File: src/timing_logic_defines.svh
// Register offsets, field positions, reset values and timing counts of the timing logic.
`ifndef TIMING_LOGIC_DEFINES_SVH
`define TIMING_LOGIC_DEFINES_SVH

// ****************************************************************
// Register offsets (byte addresses on the register port)
// ****************************************************************
`define OFS_CONFIG       8'h00
`define OFS_DELAY        8'h04
`define OFS_HOLD         8'h08
`define OFS_STATUS       8'h0C

// ****************************************************************
// Field positions
// ****************************************************************
`define CFG_MODE_LSB     0
`define CFG_MODE_MSB     3
`define CFG_NC_BIT       4
`define CFG_INV_BIT      5
`define CFG_RANGE_LSB    6
`define CFG_RANGE_MSB    7
`define STS_OUT_BIT      0
`define STS_IN_BIT       1
`define STS_INH_BIT      2
`define STS_STATE_LSB    3
`define STS_STATE_MSB    7

// ****************************************************************
// Reset values
// ****************************************************************
`define RST_CONFIG       8'h00
`define RST_SETTING      8'h0A

// ****************************************************************
// Timing: setting span in ticks, clock and base tick
// ****************************************************************
`define SETTING_MIN      8'h0A
`define SETTING_MAX      8'h96
`define CLK_PERIOD_NS    8
`define TICK_BASE_NS     1000000
`define TICK_BASE_CYCLES (`TICK_BASE_NS / `CLK_PERIOD_NS)
`define RANGE_SCALE_0    1
`define RANGE_SCALE_1    10
`define RANGE_SCALE_2    100

`endif

File: src/timing_logic_pkg.sv
// Types shared by the timing logic modules.
package timing_logic_pkg;

   // ****************************************************************
   // Timing functions selectable by software
   // ****************************************************************
   typedef enum logic [3:0] {
      MODE_FOLLOW    = 4'h0,
      MODE_ON_DLY    = 4'h1,
      MODE_OFF_DLY   = 4'h2,
      MODE_ON_OFF    = 4'h3,
      MODE_ONE_SHOT  = 4'h4,
      MODE_DLY_SHOT  = 4'h5,
      MODE_LIMIT     = 4'h6,
      MODE_REPEAT    = 4'h7,
      MODE_EDGE_LAT  = 4'h8,
      MODE_LEVEL_LAT = 4'h9,
      MODE_DLY_LAT   = 4'hA,
      MODE_LIM_LAT   = 4'hB
   } mode_e;

   // ****************************************************************
   // Sequencer states, one-hot
   // ****************************************************************
   typedef enum logic [4:0] {
      ST_IDLE  = 5'h01,
      ST_DELAY = 5'h02,
      ST_ON    = 5'h04,
      ST_HOLD  = 5'h08,
      ST_LATCH = 5'h10
   } state_e;

endpackage : timing_logic_pkg

File: src/tick_if.sv
// Carrier between the sequencer and the range prescaler.
`timescale 1ns/1ps
interface tick_if;
   logic [1:0] rangeSel;
   logic       clr;
   logic       tick;

   modport gen  (input rangeSel, input clr, output tick);
   modport user (output rangeSel, output clr, input tick);
endinterface : tick_if

File: src/range_prescaler.sv
// Prescaler that turns the clock into a timing tick for the selected range.
`timescale 1ns/1ps
`include "timing_logic_defines.svh"
module range_prescaler #(
   parameter int BASE_CYCLES = `TICK_BASE_CYCLES,
   parameter int CNT_W       = 24
) (
   input wire logic clk,
   input wire logic rst_n,
   tick_if.gen      tk
);

   logic [CNT_W-1:0] div;

   // Last divider count (cycles per tick less one) for a range; the unused range code maps to the slowest.
   function automatic logic [CNT_W-1:0] tickLimit(input logic [1:0] sel);
      int prod;
      case (sel)
         2'h0:    prod = BASE_CYCLES * `RANGE_SCALE_0;
         2'h1:    prod = BASE_CYCLES * `RANGE_SCALE_1;
         default: prod = BASE_CYCLES * `RANGE_SCALE_2;
      endcase
      return CNT_W'(prod - 1);
   endfunction : tickLimit

   // Clearing with the timer keeps the first tick a full period away, so no time is lost to phase.
   always_ff @(posedge clk) begin
      if (!rst_n || tk.clr) begin
         div     <= '0;
         tk.tick <= 1'b0;
      end else if (div >= tickLimit(tk.rangeSel)) begin
         div     <= '0;
         tk.tick <= 1'b1;
      end else begin
         div     <= div + CNT_W'(1);
         tk.tick <= 1'b0;
      end
   end

endmodule : range_prescaler

File: src/multi_mode_timing_logic.sv
// Multi-function timing logic: sensed input and inhibit in, one on/off output out.
//
// Behaviour
// - Follow mode: output tracks qualified input.
// - Follow mode: inhibit forces output off.
// - On delay: output after continuous input delay.
// - On delay: input gap clears delay timer.
// - On delay: inhibit cancels; restart if input.
// - Off delay: on at once, hold after removal.
// - Off delay: inhibit blocks start, hold finishes.
// - Combined: inhibit clears delay, hold finishes.
// - Delay and hold set independently.
// - One-shot: hold pulse on input edge.
// - One-shot: inhibit blocks triggers, not pulse.
// - Delayed one-shot: delay, pulse, needs re-edge.
// - Delayed one-shot: inhibit aborts delay only.
// - Limit: follow input, cut after hold.
// - Limit: inhibit cancels; restart after release.
// - Repeat: alternate delay off, hold on.
// - Repeat: inhibit stops cycling, hold completes.
// - Edge latch: set on edge, inhibit clears.
// - Level latch: set by level, inhibit off.
// - Delay latch: latch after continuous delay.
// - Delay latch: inhibit clears latch and timer.
// - Limit latch: timer cleared only by inhibit.
// - Function selector plus open/closed output sense.
// - Three ranges shared by delay and hold.
`timescale 1ns/1ps
`include "timing_logic_defines.svh"
module multi_mode_timing_logic #(
   parameter int BASE_TICK_CYCLES = `TICK_BASE_CYCLES
) (
   input  wire logic       clk,
   input  wire logic       rst_n,
   input  wire logic       sensorIn,
   input  wire logic       auxInN,
   input  wire logic [7:0] regAddr,
   input  wire logic [7:0] regWdata,
   input  wire logic       regWr,
   input  wire logic       regRd,
   output logic      [7:0] regRdata,
   output logic            outPin
);

   // ****************************************************************
   // Declarations
   // ****************************************************************
   logic                        sensorSync1;
   logic                        sensorSync2;
   logic                        auxSync1;
   logic                        auxSync2;
   logic                        inAct;
   logic                        inPrev;
   logic                        inRise;
   logic                        inh;
   logic [7:0]                  cfgReg;
   logic [7:0]                  delaySet;
   logic [7:0]                  holdSet;
   logic                        cfgWrite;
   timing_logic_pkg::mode_e     mode;
   timing_logic_pkg::state_e    state;
   timing_logic_pkg::state_e    next_state;
   logic [7:0]                  cnt;
   logic [7:0]                  target;
   logic                        timerDone;
   logic                        cntEn;
   logic                        cntClear;
   logic                        outActive;
   logic                        next_outActive;
   tick_if                      tk ();

   // Clamp a setting into the adjustable span of a range.
   function automatic logic [7:0] clampSetting(input logic [7:0] v);
      if (v < `SETTING_MIN) begin
         return `SETTING_MIN;
      end else if (v > `SETTING_MAX) begin
         return `SETTING_MAX;
      end else begin
         return v;
      end
   endfunction : clampSetting

   // ****************************************************************
   // Input qualification
   // ****************************************************************

   // Both pins are asynchronous, so each passes two flip-flops before use.
   always_ff @(posedge clk) begin
      if (!rst_n) begin
         sensorSync1 <= 1'b0;
         sensorSync2 <= 1'b0;
         auxSync1    <= 1'b1;
         auxSync2    <= 1'b1;
      end else begin
         sensorSync1 <= sensorIn;
         sensorSync2 <= sensorSync1;
         auxSync1    <= auxInN;
         auxSync2    <= auxSync1;
      end
   end

   // Polarity is applied before the edge detector, so an inverted sense triggers on the opposite edge.
   assign inAct  = sensorSync2 ^ cfgReg[`CFG_INV_BIT];
   assign inh    = ~auxSync2;
   assign inRise = inAct & ~inPrev;

   // Previous qualified level for edge detection; starts high, yet the sensor synchronisers reset low, so a level present at reset gives an edge once it passes them.
   always_ff @(posedge clk) begin
      if (!rst_n) begin
         inPrev <= 1'b1;
      end else begin
         inPrev <= inAct;
      end
   end

   // ****************************************************************
   // Register port
   // ****************************************************************
   assign cfgWrite = regWr && (regAddr == `OFS_CONFIG);
   assign mode     = timing_logic_pkg::mode_e'(cfgReg[`CFG_MODE_MSB:`CFG_MODE_LSB]);

   // Software settings; delay and hold are separate registers sharing one range.
   always_ff @(posedge clk) begin
      if (!rst_n) begin
         cfgReg   <= `RST_CONFIG;
         delaySet <= `RST_SETTING;
         holdSet  <= `RST_SETTING;
      end else if (regWr) begin
         case (regAddr)
            `OFS_CONFIG: cfgReg <= regWdata;
            `OFS_DELAY:  delaySet <= regWdata;
            `OFS_HOLD:   holdSet <= regWdata;
            default:     cfgReg <= cfgReg;
         endcase
      end
   end

   // Read data stand for exactly one cycle after the strobe; unmapped offsets read zero.
   always_ff @(posedge clk) begin
      if (!rst_n || !regRd) begin
         regRdata <= 8'h00;
      end else begin
         case (regAddr)
            `OFS_CONFIG: regRdata <= cfgReg;
            `OFS_DELAY:  regRdata <= delaySet;
            `OFS_HOLD:   regRdata <= holdSet;
            `OFS_STATUS: regRdata <= {state, inh, inAct, outActive};
            default:     regRdata <= 8'h00;
         endcase
      end
   end

   // ****************************************************************
   // Time base and timer
   // ****************************************************************
   assign tk.rangeSel = cfgReg[`CFG_RANGE_MSB:`CFG_RANGE_LSB];
   assign tk.clr      = cntClear;

   range_prescaler #(
      .BASE_CYCLES (BASE_TICK_CYCLES),
      .CNT_W       (24)
   ) u_prescaler (
      .clk   (clk),
      .rst_n (rst_n),
      .tk    (tk)
   );

   // The delay phase uses the delay setting, every other phase the hold setting.
   assign target    = (state == timing_logic_pkg::ST_DELAY) ? clampSetting(delaySet)
                                                            : clampSetting(holdSet);
   assign timerDone = (cnt >= target);

   // The timer restarts on every state change; limit-and-latch pauses it while the input is away.
   assign cntClear = cfgWrite || (next_state != state) || (state == timing_logic_pkg::ST_IDLE);
   assign cntEn    = (mode != timing_logic_pkg::MODE_LIM_LAT) || inAct;

   // Tick counter, saturating so a long wait never wraps into a false expiry.
   always_ff @(posedge clk) begin
      if (!rst_n || cntClear) begin
         cnt <= 8'h00;
      end else if (tk.tick && cntEn && !timerDone) begin
         cnt <= cnt + 8'h01;
      end
   end

   // ****************************************************************
   // Sequencer
   // ****************************************************************

   // One next-state table per group of functions; follow mode and an undefined function code rest idle.
   always_comb begin
      next_state = state;
      case (mode)
         timing_logic_pkg::MODE_ON_DLY, timing_logic_pkg::MODE_ON_OFF: begin
            case (state)
               timing_logic_pkg::ST_IDLE: begin
                  if (inAct && !inh) next_state = timing_logic_pkg::ST_DELAY;
               end
               timing_logic_pkg::ST_DELAY: begin
                  if (!inAct || inh) next_state = timing_logic_pkg::ST_IDLE;
                  else if (timerDone) next_state = timing_logic_pkg::ST_ON;
               end
               timing_logic_pkg::ST_ON: begin
                  if (mode == timing_logic_pkg::MODE_ON_DLY) begin
                     if (!inAct || inh) next_state = timing_logic_pkg::ST_IDLE;
                  end else if (!inAct || inh) begin
                     next_state = timing_logic_pkg::ST_HOLD;
                  end
               end
               timing_logic_pkg::ST_HOLD: begin
                  if (inAct && !inh) next_state = timing_logic_pkg::ST_ON;
                  else if (timerDone) next_state = timing_logic_pkg::ST_IDLE;
               end
               default: next_state = timing_logic_pkg::ST_IDLE;
            endcase
         end
         timing_logic_pkg::MODE_OFF_DLY: begin
            case (state)
               timing_logic_pkg::ST_IDLE: begin
                  if (inAct && !inh) next_state = timing_logic_pkg::ST_ON;
               end
               timing_logic_pkg::ST_ON: begin
                  if (!inAct || inh) next_state = timing_logic_pkg::ST_HOLD;
               end
               timing_logic_pkg::ST_HOLD: begin
                  if (inAct && !inh) next_state = timing_logic_pkg::ST_ON;
                  else if (timerDone) next_state = timing_logic_pkg::ST_IDLE;
               end
               default: next_state = timing_logic_pkg::ST_IDLE;
            endcase
         end
         timing_logic_pkg::MODE_ONE_SHOT, timing_logic_pkg::MODE_DLY_SHOT: begin
            case (state)
               timing_logic_pkg::ST_IDLE: begin
                  if (inRise && !inh) begin
                     next_state = (mode == timing_logic_pkg::MODE_ONE_SHOT) ? timing_logic_pkg::ST_HOLD
                                                                           : timing_logic_pkg::ST_DELAY;
                  end
               end
               timing_logic_pkg::ST_DELAY: begin
                  if (inh) next_state = timing_logic_pkg::ST_IDLE;
                  else if (timerDone) next_state = timing_logic_pkg::ST_HOLD;
               end
               timing_logic_pkg::ST_HOLD: begin
                  if (timerDone) next_state = timing_logic_pkg::ST_IDLE;
               end
               default: next_state = timing_logic_pkg::ST_IDLE;
            endcase
         end
         timing_logic_pkg::MODE_LIMIT, timing_logic_pkg::MODE_LIM_LAT: begin
            case (state)
               timing_logic_pkg::ST_IDLE: begin
                  if (inAct && !inh) next_state = timing_logic_pkg::ST_ON;
               end
               timing_logic_pkg::ST_ON: begin
                  if (inh) next_state = timing_logic_pkg::ST_IDLE;
                  else if (!inAct && mode == timing_logic_pkg::MODE_LIMIT) next_state = timing_logic_pkg::ST_IDLE;
                  else if (timerDone) next_state = timing_logic_pkg::ST_LATCH;
               end
               timing_logic_pkg::ST_LATCH: begin
                  if (inh) next_state = timing_logic_pkg::ST_IDLE;
                  else if (!inAct && mode == timing_logic_pkg::MODE_LIMIT) next_state = timing_logic_pkg::ST_IDLE;
               end
               default: next_state = timing_logic_pkg::ST_IDLE;
            endcase
         end
         timing_logic_pkg::MODE_REPEAT: begin
            case (state)
               timing_logic_pkg::ST_IDLE: begin
                  if (inAct && !inh) next_state = timing_logic_pkg::ST_DELAY;
               end
               timing_logic_pkg::ST_DELAY: begin
                  if (!inAct || inh) next_state = timing_logic_pkg::ST_IDLE;
                  else if (timerDone) next_state = timing_logic_pkg::ST_HOLD;
               end
               timing_logic_pkg::ST_HOLD: begin
                  if (timerDone) begin
                     next_state = (inAct && !inh) ? timing_logic_pkg::ST_DELAY
                                                  : timing_logic_pkg::ST_IDLE;
                  end
               end
               default: next_state = timing_logic_pkg::ST_IDLE;
            endcase
         end
         timing_logic_pkg::MODE_EDGE_LAT, timing_logic_pkg::MODE_LEVEL_LAT, timing_logic_pkg::MODE_DLY_LAT: begin
            case (state)
               timing_logic_pkg::ST_IDLE: begin
                  if (!inh) begin
                     if (mode == timing_logic_pkg::MODE_EDGE_LAT && inRise) next_state = timing_logic_pkg::ST_LATCH;
                     if (mode == timing_logic_pkg::MODE_LEVEL_LAT && inAct) next_state = timing_logic_pkg::ST_LATCH;
                     if (mode == timing_logic_pkg::MODE_DLY_LAT && inAct) next_state = timing_logic_pkg::ST_DELAY;
                  end
               end
               timing_logic_pkg::ST_DELAY: begin
                  if (!inAct || inh) next_state = timing_logic_pkg::ST_IDLE;
                  else if (timerDone) next_state = timing_logic_pkg::ST_LATCH;
               end
               timing_logic_pkg::ST_LATCH: begin
                  if (inh) next_state = timing_logic_pkg::ST_IDLE;
               end
               default: next_state = timing_logic_pkg::ST_IDLE;
            endcase
         end
         default: next_state = timing_logic_pkg::ST_IDLE;
      endcase
   end

   // A function change drops any sequence in flight rather than reinterpret its state.
   always_ff @(posedge clk) begin
      if (!rst_n || cfgWrite) begin
         state <= timing_logic_pkg::ST_IDLE;
      end else begin
         state <= next_state;
      end
   end

   // ****************************************************************
   // Output
   // ****************************************************************

   // Output decode is taken from the next state so the output moves with the state change.
   always_comb begin
      next_outActive = 1'b0;
      case (mode)
         timing_logic_pkg::MODE_FOLLOW:    next_outActive = inAct && !inh;
         timing_logic_pkg::MODE_ON_DLY:    next_outActive = (next_state == timing_logic_pkg::ST_ON);
         timing_logic_pkg::MODE_OFF_DLY,
         timing_logic_pkg::MODE_ON_OFF:    next_outActive = (next_state == timing_logic_pkg::ST_ON) ||
                                                            (next_state == timing_logic_pkg::ST_HOLD);
         timing_logic_pkg::MODE_ONE_SHOT,
         timing_logic_pkg::MODE_DLY_SHOT,
         timing_logic_pkg::MODE_REPEAT:    next_outActive = (next_state == timing_logic_pkg::ST_HOLD);
         timing_logic_pkg::MODE_LIMIT:     next_outActive = (next_state == timing_logic_pkg::ST_ON);
         timing_logic_pkg::MODE_LIM_LAT:   next_outActive = (next_state == timing_logic_pkg::ST_ON) && inAct;
         timing_logic_pkg::MODE_EDGE_LAT,
         timing_logic_pkg::MODE_LEVEL_LAT,
         timing_logic_pkg::MODE_DLY_LAT:   next_outActive = (next_state == timing_logic_pkg::ST_LATCH);
         default:                          next_outActive = 1'b0;
      endcase
   end

   // Reset forces the output off so power-up never produces a false output.
   always_ff @(posedge clk) begin
      if (!rst_n || cfgWrite) begin
         outActive <= 1'b0;
      end else begin
         outActive <= next_outActive;
      end
   end

   // Normally-closed sense inverts the pin; during reset the pin is low.
   // A function change shows the inactive level at once, so the pin never carries the old function's output.
   always_ff @(posedge clk) begin
      if (!rst_n) begin
         outPin <= 1'b0;
      end else if (cfgWrite) begin
         outPin <= regWdata[`CFG_NC_BIT];
      end else begin
         outPin <= next_outActive ^ cfgReg[`CFG_NC_BIT];
      end
   end

endmodule : multi_mode_timing_logic

File: config.mk
export PLATFORM = sky130hd
export DESIGN_NAME = multi_mode_timing_logic
export DESIGN_NICKNAME = d
export VERILOG_FILES = /design/src/timing_logic_pkg.sv /design/src/tick_if.sv /design/src/range_prescaler.sv /design/src/multi_mode_timing_logic.sv
export VERILOG_INCLUDE_DIRS = /design/src
export SDC_FILE = /design/constraint.sdc
export NUM_CORES = 1
export LEC_CHECK = 0
export BUFFER_PORTS_ARGS = -buffer_cell sky130_fd_sc_hd__buf_2
export CAP_MARGIN = 15
export CORE_ASPECT_RATIO = 1.75
export CORE_MARGIN = 2
export CORE_UTILIZATION = 45
export CTS_CLUSTER_DIAMETER = 60
export DETAILED_ROUTE_END_ITERATION = 16
export MAX_ROUTING_LAYER = met4
export SYNTH_ARGS = -nofsm -noshare
export SYNTH_HDL_FRONTEND = slang
export SYNTH_SLANG_ARGS = --single-unit
export TNS_END_PERCENT = 5
File: constraint.sdc
create_clock -name clk -period 8.8 [get_ports clk]
set_input_delay 1.76 -clock clk [delete_from_list [all_inputs] [get_ports clk]]
set_output_delay 1.76 -clock clk [all_outputs]
set_load 0.01 [all_outputs]
# After elaboration in Yosys (flattened, before gate mapping)
# Cells that the tools add are included.
[totals]
elab_cells = 135
regBits = 77
inputBits = 22
output_inout_bits = 9
[classes]
n_eq_ne = 25
n_reduce_logical = 36
muxes = 45
add_sub_neg = 3
magnitude_cmp = 6
bitwise = 5
[ops]
columns = ["cell", "count"]
rows = [
  ["$mux 5", 25],
  ["$pmux 5 s3", 5],
  ["$pmux 24 s2", 1],
  ["$mux 8", 5],
  ["$pmux 8 s4", 1],
  ["$pmux 5 s6", 1],
  ["$add 24x1->24 const B", 1],
  ["$ge 24x24->1", 1],
  ["$mux 24", 1],
  ["$sub 24x2->24 const B", 1],
  ["$pmux 5 s4", 1],
  ["$eq 4x3->1 const B", 4],
  ["$eq 4x4->1 const B", 4],
  ["$eq 8x4->1 const B", 2],
  ["$gt 8x8->1 const B", 2],
  ["$lt 8x4->1 const B", 2],
  ["$reduce_or 2->1", 6],
  ["$eq 5x3->1 const B", 2],
  ["$eq 5x4->1 const B", 2],
  ["$eq 5x5->1 const B", 2],
  ["$logic_and 1x1->1", 10],
  ["$add 8x1->8 const B", 1],
  ["$eq 4x2->1 const B", 2],
  ["$eq 8x3->1 const B", 1],
  ["other kinds (21)", 37],
]

# Longest topological paths before layout
# Gate-level depths: netlist of the first run.
[depth]
depth_word = 18
ltp_mapped = 18
depth_no_buf = 16

# Hierarchy
# From an unflattened synthesis of the first run, not the netlist that was laid out.
[hier_totals]
hier_cells = 593
area_unflattened_um2 = 5230.0
[by_module_without_submodules]
columns = ["module", "cells_each", "seq_area_each_um2", "n_inst", "area_each_um2"]
rows = [
  ["multi_mode_timing_logic", 422, 1041.0, 1, 3644.7],
  ["range_prescaler", 171, 500.5, 1, 1585.3],
]

# Worst setup path before layout of the first run
# OpenSTA, ideal clock, no wires.
[synth_timing]
path_kind = "register -> register"
from = "reg state[2]"
to = "reg u_prescaler.div[10]"
t_arrival_ps = 3754
setup_slack_ps = 4972
required_time_ps = 8726
path_stages_with_launch = 19
period_less_slack_ps = 3828
setup_time_ps = 74
n_path_buf = 3
cell_sequence = "dfxtp_1 buf_2 nor2_4 and3_1 buf_2 nand2_1 o21ba_2 a21oi_1 ha_1 or4_1 a21oi_1 a211oi_2 nand2b_1 a2111o_1 a31oi_1 o211ai_1 a2111o_1 buf_6 nor3_2"
[synth_via]
elab_chain_cells = 13
elab_cells_between_ends = 44
cone_classes = "order compare: 1; eq/ne: 6; mux: 33; reduce/logical: 4"
[synth_lines]
columns = ["element", "line_no", "source"]
rows = [
  ["start: declaration", "multi_mode_timing_logic.sv:61", "timing_logic_pkg::state_e state;"],
  ["start signal: assignment", "multi_mode_timing_logic.sv:311", "state <= timing_logic_pkg::ST_IDLE;"],
  ["start signal: assignment", "multi_mode_timing_logic.sv:313", "state <= next_state;"],
  ["$eq 5x2->1", "--", ""],
  ["$mux 8", "multi_mode_timing_logic.sv:169", "assign target = (state == timing_logic_pkg::ST_DELAY) ? clampSetting(delaySet)"],
  ["$ge 8x8->1", "multi_mode_timing_logic.sv:171", "assign timerDone = (cnt >= target);"],
  ["$mux 5", "multi_mode_timing_logic.sv:258, multi_mode_timing_logic.sv:296", ""],
  ["$mux 5", "multi_mode_timing_logic.sv:257", "else if (!inAct && mode == timing_logic_pkg::MODE_LIMIT) next_state = timing_logic_pkg::ST_IDLE;"],
  ["$mux 5", "multi_mode_timing_logic.sv:256", "if (inh) next_state = timing_logic_pkg::ST_IDLE;"],
  ["$pmux 5 s3", "multi_mode_timing_logic.sv:251", "case (state)"],
  ["$pmux 5 s6", "multi_mode_timing_logic.sv:193", "case (mode)"],
  ["$ne 5x5->1", "multi_mode_timing_logic.sv:174", "assign cntClear = cfgWrite || (next_state != state) || (state == timing_logic_pkg::ST_IDLE);"],
  ["$logic_or 1x1->1", "multi_mode_timing_logic.sv:174", ""],
  ["$logic_or 1x1->1 *", "multi_mode_timing_logic.sv:174", ""],
  ["$logic_or 1x1->1 *", "range_prescaler.sv:28", "if (!rst_n || tk.clr) begin"],
  ["$reduce_or 2->1 (no line) *", "--", ""],
  ["end signal: assignment", "range_prescaler.sv:35", "div <= div + CNT_W'(1);"],
  ["end: declaration", "range_prescaler.sv:13", "logic [CNT_W-1:0] div;"],
]
# Mark *: on every way between the ends. The rest lies on a longest branch, timed or not.
# A chain may end at the register's enable or synchronous reset.

# Worst setup path in the final report of the first run
[layout_timing]
from = "reg state[0]"
to = "reg u_prescaler.div[23]"
# The elaborated chain is that of the path after synthesis.

==> impl_metrics.csv, run 1 <==
group,metric,value,unit
worst_setup_path,worst-setup-path-type,"register to register",
synthesis,yosysTopAreaCell,"dfxtp_1",
clock_network,htree_levels,3,
pwr,ir_drop,0.132,mV
worst_setup_path,critPathRequiredTime,9.05,ns
timing,slew_headroom,0.459,
timing,worst_pin_slew,0.806,ns
worst_setup_path,start_kind,"register",
cells_and_area,nNetsFinal,671,
floorplanning,die_y,145,um
worst_setup_path,cp-startpoint,"state[0]",
worst_setup_path,arrival,5.16,ns
hold_path,worstHoldStart,"auxSync1",
run,maxCapViolCount,0,
clock_network,cts_tree,"built",
cells_and_area,drive_gt1_frac,0.145,
timing,grt_setup_unrepaired,"false",
clock_network,hold_buffers,0,
global_route,overflow,0,
global_route,antenna_found_initial,0,
global_route,grt_pass1_vias,4621,
cells_and_area,syn_to_final_growth,9.77,%
floorplanning,start_util,0.461,
routing,num_vias,4583,
routing,routed_wl,14400,um
routing,wl_per_cell,19.2,um
clock_network,ctsLongestPathBuffers,2,
timing,slew_violations,0,
timing,final_hold_viol_count,0,
synthesis,synth-async-reset-ratio,0,
hold_path,hold_path_class,"register to register",
synthesis,synth_cell_types,67,
worst_setup_path,worstPathCellList,"nor2_1, and3_1, nand2_1, nor2_1, a32oi_1, ha_1, a21o_1, a21oi_1, o211ai_1, a31oi_1, nand2_1, a2111oi_2, o21ai_1, a2111o_1, buf_4, nor3_1",
worst_setup_path,worst_path_max_delay_cell,"dfxtp_1",
synthesis,ys.flop_type,"dfxtp_1",
timing,fin_crit_sh,0.558,
cells_and_area,antenna_cells,0,
floorplanning,row_count,51,
synthesis,synth_cells,602,
floorplanning,core_area,11100,um^2
status,status,"completed",
routing,drc,0,
timing,fin_worst_skew,0.0107,ns
clock_network,post_cts_resized,0,
pwr,power_density,134,nW/um^2
place,placedInstanceArea,5310,um^2
pwr,p_leak,2.11,nW
timing,fin_ws,3.89,ns
floorplanning,dieArea,12300,um^2
clock_network,cts_root_buffer,"clkbuf_16",
synthesis,synth_edf_count,0,
clock_network,clock_latency,0.34,ns
synthesis,synthTopCellsByArea,"dfxtp_1 (30%), ha_1 (8.3%), nand2_1 (5.3%), nor3_2 (4.3%), nor2b_1 (3.2%)",
clock_network,path_clk_slew,0.06,ns
timing,period_needed,4.91,ns
global_route,track_usage,0.248,
cells_and_area,final_area,5620,um^2
cells_and_area,nFillCells,1097,
worst_setup_path,crit_fanout,33,
worst_setup_path,r2r_start,"state[0]",
synthesis,yosys_warnings,0,
timing,setup_viol,0,
worst_setup_path,critPathCaptureType,"register",
synthesis,synth.avg_cell_area,8.51,um^2
routing,viasPerCell,6.09,
cells_and_area,mostFrequentLayoutCell,"dfxtp_1",
clock_network,post-cts-setup-buffer-count,0,
place,dp.cells,735,
timing,fmax,0.204,GHz
place,port-buffer-count,30,
place,place_ws,4.04,ns
global_route,grt_max_degree,37,
cells_and_area,final_cells,752,
worst_setup_path,slowest_delay,0.76,ns
place,dp_hpwl,11100,um
floorplanning,die_x,84.7,um
clock_network,clock-sinks,77,
floorplanning,io_pins,31,
hold_path,hold_depth,1,
routing,first_iter_violations,251,
synthesis,ys_ff_latch,77,
synthesis,synth_area,5120,um^2
cells_and_area,final_cell_mix,"dfxtp_1 (77), nand2_1 (73), ha_1 (34), nor2_1 (31), buf_2 (31)",
routing,dr.pass1.iters,5,
synthesis,synth_top_area_share,0.301,
place,gp_congestion,0.915,
worst_setup_path,reg2reg_depth,16,
routing,drtAntennaViolNets,0,
timing,finalSetupTns,0,ns
clock_network,numCtsBuffers,9,
synthesis,ys_seq_area_frac,0.301,
global_route,grt_pass1_wl,23600,um
## worst paths after layout
path                          to  slack, ns
max reg2reg  u_prescaler.div[23]       3.89
min reg2reg             auxSync2       0.41
max          u_prescaler.div[23]       3.89
min                     auxSync2       0.41
## final cells by class
class	instances	area (um^2)	share of cell area
Multi-Input combinational cell	478	3370	0.600
Clock inverter	4	55.1	0.00979
Inverter	16	60.1	0.0107
Clock buffer	12	256	0.0456
Tap cell	132	165	0.0294
Timing Repair Buffer	33	170	0.0303
Sequential cell	77	1540	0.274
## sequential cells by signal, indices dropped and copies added, names as in the netlist
register,cells
outActive,1
state,5
auxSync2,1
cnt,8
delaySet,8
u_prescaler.tk.tick,1
regRdata,8
outPin,1
cfgReg,8
u_prescaler.div,24
auxSync1,1
sensorSync2,1
sensorSync1,1
inPrev,1
holdSet,8
## per-stage QoR
step                       util  hold slack, ns  total power, mW
final                     0.506           0.412            0.756
after global routing      0.506           0.421            0.782
after CTS                 0.506           0.416            0.766
after detailed placement  0.478           0.399            0.382
after global placement    0.478           0.390            0.382
after floorplan               -           0.386            0.373
## cells in the mapped netlist (3+ instances only)
| master | number |
|---|---|
| nand3b_1 | 3 |
| or2_2 | 3 |
| o21bai_1 | 3 |
| nand2b_1 | 9 |
| o211ai_1 | 9 |
| or3_1 | 4 |
| a21boi_0 | 15 |
| inv_1 | 16 |
| nor3b_1 | 3 |
| ha_1 | 34 |
| a32oi_1 | 4 |
| xnor2_1 | 16 |
| and2_1 | 9 |
| and3_1 | 12 |
| a21oi_1 | 18 |
| nor4_1 | 4 |
| mux2i_1 | 10 |
| xor2_1 | 18 |
| o21ai_1 | 4 |
| clkbuf_1 | 17 |
| and4_1 | 6 |
| a211oi_1 | 8 |
| nor3_1 | 13 |
| a21o_1 | 7 |
| a2111o_1 | 4 |
| mux4_2 | 7 |
| o21ai_0 | 21 |
| nand2_1 | 73 |
| o22ai_1 | 3 |
| nor3_2 | 22 |
| nand3_1 | 29 |
| buf_2 | 8 |
| nor2_1 | 31 |
| dfxtp_1 | 77 |
| nand4_1 | 10 |
| nor2b_1 | 26 |
| a31oi_1 | 7 |
## worst max-delay path, delay by kind of cell, from the launching register on
| kind | cells | cell delay [ns] |
|---|---|---|
| flip-flops | 1 | 0.76 |
| AO/OA/AOI/OAI | 8 | 2.33 |
| buffers and inverters | 1 | 0.28 |
| AND/OR/NAND/NOR | 6 | 1.16 |
| adder cells (fa/ha/maj) | 1 | 0.29 |
## power by group
part | internal, mW | switching [mW]
clock | 0.237 | 0.144
sequential | 0.350 | 0.00171
combinational | 0.00980 | 0.0133
## cell families after synthesis
kind of cell	count (synthesis)	share of synthesized area
XOR/XNOR	36	0.0645
AND/OR/NAND/NOR	263	0.284
multiplexers	17	0.0503
adder cells (fa/ha/maj)	34	0.0830
flip-flops	77	0.301
AO/OA/AOI/OAI	126	0.174
buffers and inverters	48	0.0418
other	1	0.000732
## routing by layer
layer  global-route usage  vias to the layer above  share of wire
li1                     -                     2208              -
met1                0.257                     2150           0.36
met2                0.444                      170           0.54
met3               0.0250                       55          0.039
met4                0.146                        0          0.057
met5                    -                        -              0
No activity file was read; power rests on OpenSTA's default activity.
==> run 2, diff against run 1 <==
--- a/config.mk
+++ b/config.mk
@@ -6,6 +6,7 @@
 export SDC_FILE = /design/constraint.sdc
 export NUM_CORES = 1
 export LEC_CHECK = 0
+export ABC_AREA = 1
 export BUFFER_PORTS_ARGS = -buffer_cell sky130_fd_sc_hd__buf_2
 export CAP_MARGIN = 15
 export CORE_ASPECT_RATIO = 1.75
==> constraint.sdc (replaced) <==
create_clock -name clk -period 4.4 [get_ports clk]
set_input_delay 0.88 -clock clk [delete_from_list [all_inputs] [get_ports clk]]
set_output_delay 0.88 -clock clk [all_outputs]
set_load 0.01 [all_outputs]
==> impl_metrics.csv, run 2 <==
group,metric,value,unit
cells_and_area,mostFrequentLayoutCell,"nand2_1",
routing,drtAntennaViolNets,0,
synthesis,ys_seq_area_frac,0.304,
global_route,grt_pass1_wl,23900,um
cells_and_area,largest_reg_flops,24,
global_route,grt_pass1_vias,4888,
global_route,antenna_found_initial,0,
timing,period_needed,3.94,ns
timing,finalSetupTns,0,ns
routing,first_iter_violations,164,
clock_network,ctsLongestPathBuffers,2,
cells_and_area,final_area,5690,um^2
synthesis,synth_area,5080,um^2
synthesis,ys_ff_latch,77,
worst_setup_path,start_kind,"register",
place,placedInstanceArea,5400,um^2
synthesis,muxShareOfSynthArea,0,
cells_and_area,drive_gt1_frac,0.145,
synthesis,synthAdderAreaFrac,0.0838,
floorplanning,row_count,51,
synthesis,synth_edf_count,0,
timing,fin_ws,0.464,ns
clock_network,cts_root_buffer,"clkbuf_16",
synthesis,synth_commonest_cells,"nand2_1 (148), inv_1 (113), dfxtp_1 (77)",
routing,wl_per_cell,16.7,um
hold_path,min_to,"sensorSync2",
floorplanning,dieArea,12200,um^2
timing,slew_violations,0,
synthesis,yosys_warnings,0,
floorplanning,start_util,0.460,
status,status,"completed",
synthesis,yosys.area_share.simple,0.328,
worst_setup_path,rrSetupSlack,0.46,ns
place,dp_hpwl,12600,um
routing,highest_layer,"met4",
routing,drc,0,
floorplanning,die_x,84.3,um
synthesis,synth.avg_cell_area,6.90,um^2
worst_setup_path,r2r_start,"state[4]",
routing,met3_length,377,um
synthesis,synth_top_family_by_area,"simple AND/OR/NAND/NOR gates",
synthesis,synth-compound-area-share,0.138,
cells_and_area,syn_to_final_growth,12.1,%
pwr,combPwrFrac,0.034,
run,maxCapViolCount,0,
timing,final_hold_viol_count,0,
synthesis,yosysTopAreaCell,"dfxtp_1",
clock_network,hold_buffers,0,
pwr,switching_share,0.241,
pwr,p_seq_frac,0.483,
hold_path,worstHoldStart,"sensorSync1",
pwr,p_switching,0.351,mW
pwr,p_int,1.10,mW
place,place_ws,0.363,ns
worst_setup_path,rr_endpoint,"u_prescaler.div[5]",
floorplanning,core_area,11000,um^2
timing,fmax,0.254,GHz
timing,slew_headroom,0.567,
timing,fin_worst_skew,0.00698,ns
clock_network,clock_latency,0.35,ns
hold_path,hold_depth,2,
clock_network,clock-sinks,77,
timing,setup_viol,0,
place,dp.cells,896,
pwr,p_leak,2.38,nW
synthesis,synth_cells,736,
worst_setup_path,arrival,4.17,ns
pwr,p_clk_frac,0.483,
clock_network,htree_levels,3,
clock_network,numCtsBuffers,9,
routing,route.met2.wl,8490,um
clock_network,cts_tree,"built",
worst_setup_path,reg2reg_depth,27,
pwr,ir_drop,0.220,mV
synthesis,synthXorXnorAreaFrac,0.0448,
timing,worst_pin_slew,0.649,ns
cells_and_area,nNetsFinal,832,
routing,routed_wl,15200,um
worst_setup_path,crit_fanout,24,
hold_path,hold_path_class,"register to register",
routing,viasPerCell,5.41,
timing,fin_crit_sh,0.894,
global_route,track_usage,0.264,
worst_setup_path,worst-setup-path-type,"register to register",
synthesis,synth-async-reset-ratio,0,
cells_and_area,regMostFlops,"u_prescaler.div",
synthesis,ys.flop_type,"dfxtp_1",
synthesis,synthTopCellsByArea,"dfxtp_1 (30%), nand2_1 (11%), ha_1 (8.4%), inv_1 (8.4%), nor2_1 (5.4%)",
worst_setup_path,critPathCaptureType,"register",
routing,num_vias,4940,
global_route,overflow,0,
cells_and_area,final_cell_mix,"nand2_1 (148), inv_1 (113), dfxtp_1 (77), nor2_1 (73), o21ai_0 (42)",
synthesis,yosys.cell_count.top_type,"nand2_1",
worst_setup_path,critPathRequiredTime,4.63,ns
timing,grt_setup_unrepaired,"false",
routing,drt-met1-wl,5210,um
cells_and_area,antenna_cells,0,
pwr,total_power,1.46,mW
cells_and_area,final_cells,913,
pwr,power_density,256,nW/um^2
floorplanning,die_y,145,um
routing,dr.pass1.iters,6,
place,gp_congestion,0.960,
global_route,grt_max_degree,29,
synthesis,synth_cell_types,45,
synthesis,synth_top_area_share,0.304,
place,port-buffer-count,30,
floorplanning,io_pins,31,
clock_network,path_clk_slew,0.06,ns
[run 2: changes by cell type after synthesis, moves of 11 or more]
cell      previous run  this run
a21boi_0            15         0
nor2b_1             26         0
nor2_4               1        14
a21oi_1             18        39
nor2_2               0        17
nand2_1             73       148
nand3_1             29        41
o21ai_0             21        42
nor3_2              22         3
and3_1              12         1
nor2_1              31        73
inv_1               16       113
[run 2: timing repair]
| action | in CTS | in global routing |
|---|---|---|
| gates resized for setup | 0 | 2 |
| endpoints found under the setup margin | 0 | 24 |
| setup buffers | 0 | 1 |
[run 2: how the worst max path moves through the flow]
stage,cells past startpoint,to,startpoint
2_1_floorplan,27,u_prescaler.div[15],state[2]
3_3_place_gp,27,u_prescaler.div[20],state[4]
3_5_place_dp,27,u_prescaler.div[22],state[4]
4_1_cts,27,u_prescaler.div[22],state[4]
5_1_grt,27,u_prescaler.div[5],state[4]
6_report,27,u_prescaler.div[5],state[4]
[run 2: cell families (layout without fill, tap and decap cells)]
kind of cell               Yosys count  after routing
adders and majority gates           34             34
DFF                                 77             77
buffers and inverters              131            175
AOI/OAI and AO/OA                  124            124
and+or+nand+nor                    343            343
xor gates and xnor gates            26             26
other                                1              2
[run 2: worst max-delay path: stages, from the launching register on]
cell and delay [ns]:
dfxtp_1 0.37, inv_2 0.18, nand3_1 0.15, nor2_4 0.18
inv_2 0.06, o21ai_0 0.10, inv_1 0.12, o21ai_0 0.08
o21ai_0 0.12, ha_1 0.31, nand2_1 0.07, nor2_1 0.10
nor2_1 0.04, nand2_1 0.05, nand2_1 0.13, nand2_2 0.19
nor2_1 0.07, o21ai_1 0.28, nand2_1 0.08, o21ai_0 0.15
nand2_1 0.07, inv_1 0.06, nand2_1 0.07, xor2_1 0.24
nor2_4 0.07, nand3_4 0.06, clkbuf_8 0.32, nor2_1 0.07
[run 2: power groups by stage]
stage	logic [mW]	clock network (mW)	registers [mW]
final	0.0494	0.703	0.704
after global routing	0.0543	0.747	0.703
after CTS	0.0489	0.717	0.703
after detailed placement	0.0487	0	0.719
after global placement	0.0485	0	0.719
after floorplan	0.0255	0	0.717
[run 2: layout make-up]
type | instances | area (um^2)
sequential | 77 | 1540
inverter | 120 | 450
tap | 132 | 165
clock inverter | 7 | 57.6
fill | 1159 | 5350
timing repair buffer | 39 | 224
multi-input combinational | 529 | 3030
clock buffer | 9 | 225
[run 2: metal layers]
metal / track usage / vias up
met3: 0.0394 / 75
li1: - / 2482
met5: - / -
met2: 0.499 / 120
met4: 0.183 / 0
met1: 0.239 / 2263
[run 2: metrics by stage]
step | hold slack [ns] | util
after CTS | 0.430 | 0.514
after global placement | 0.396 | 0.489
final | 0.420 | 0.516
after detailed placement | 0.413 | 0.489
after floorplan | 0.390 | -
after global routing | 0.450 | 0.516
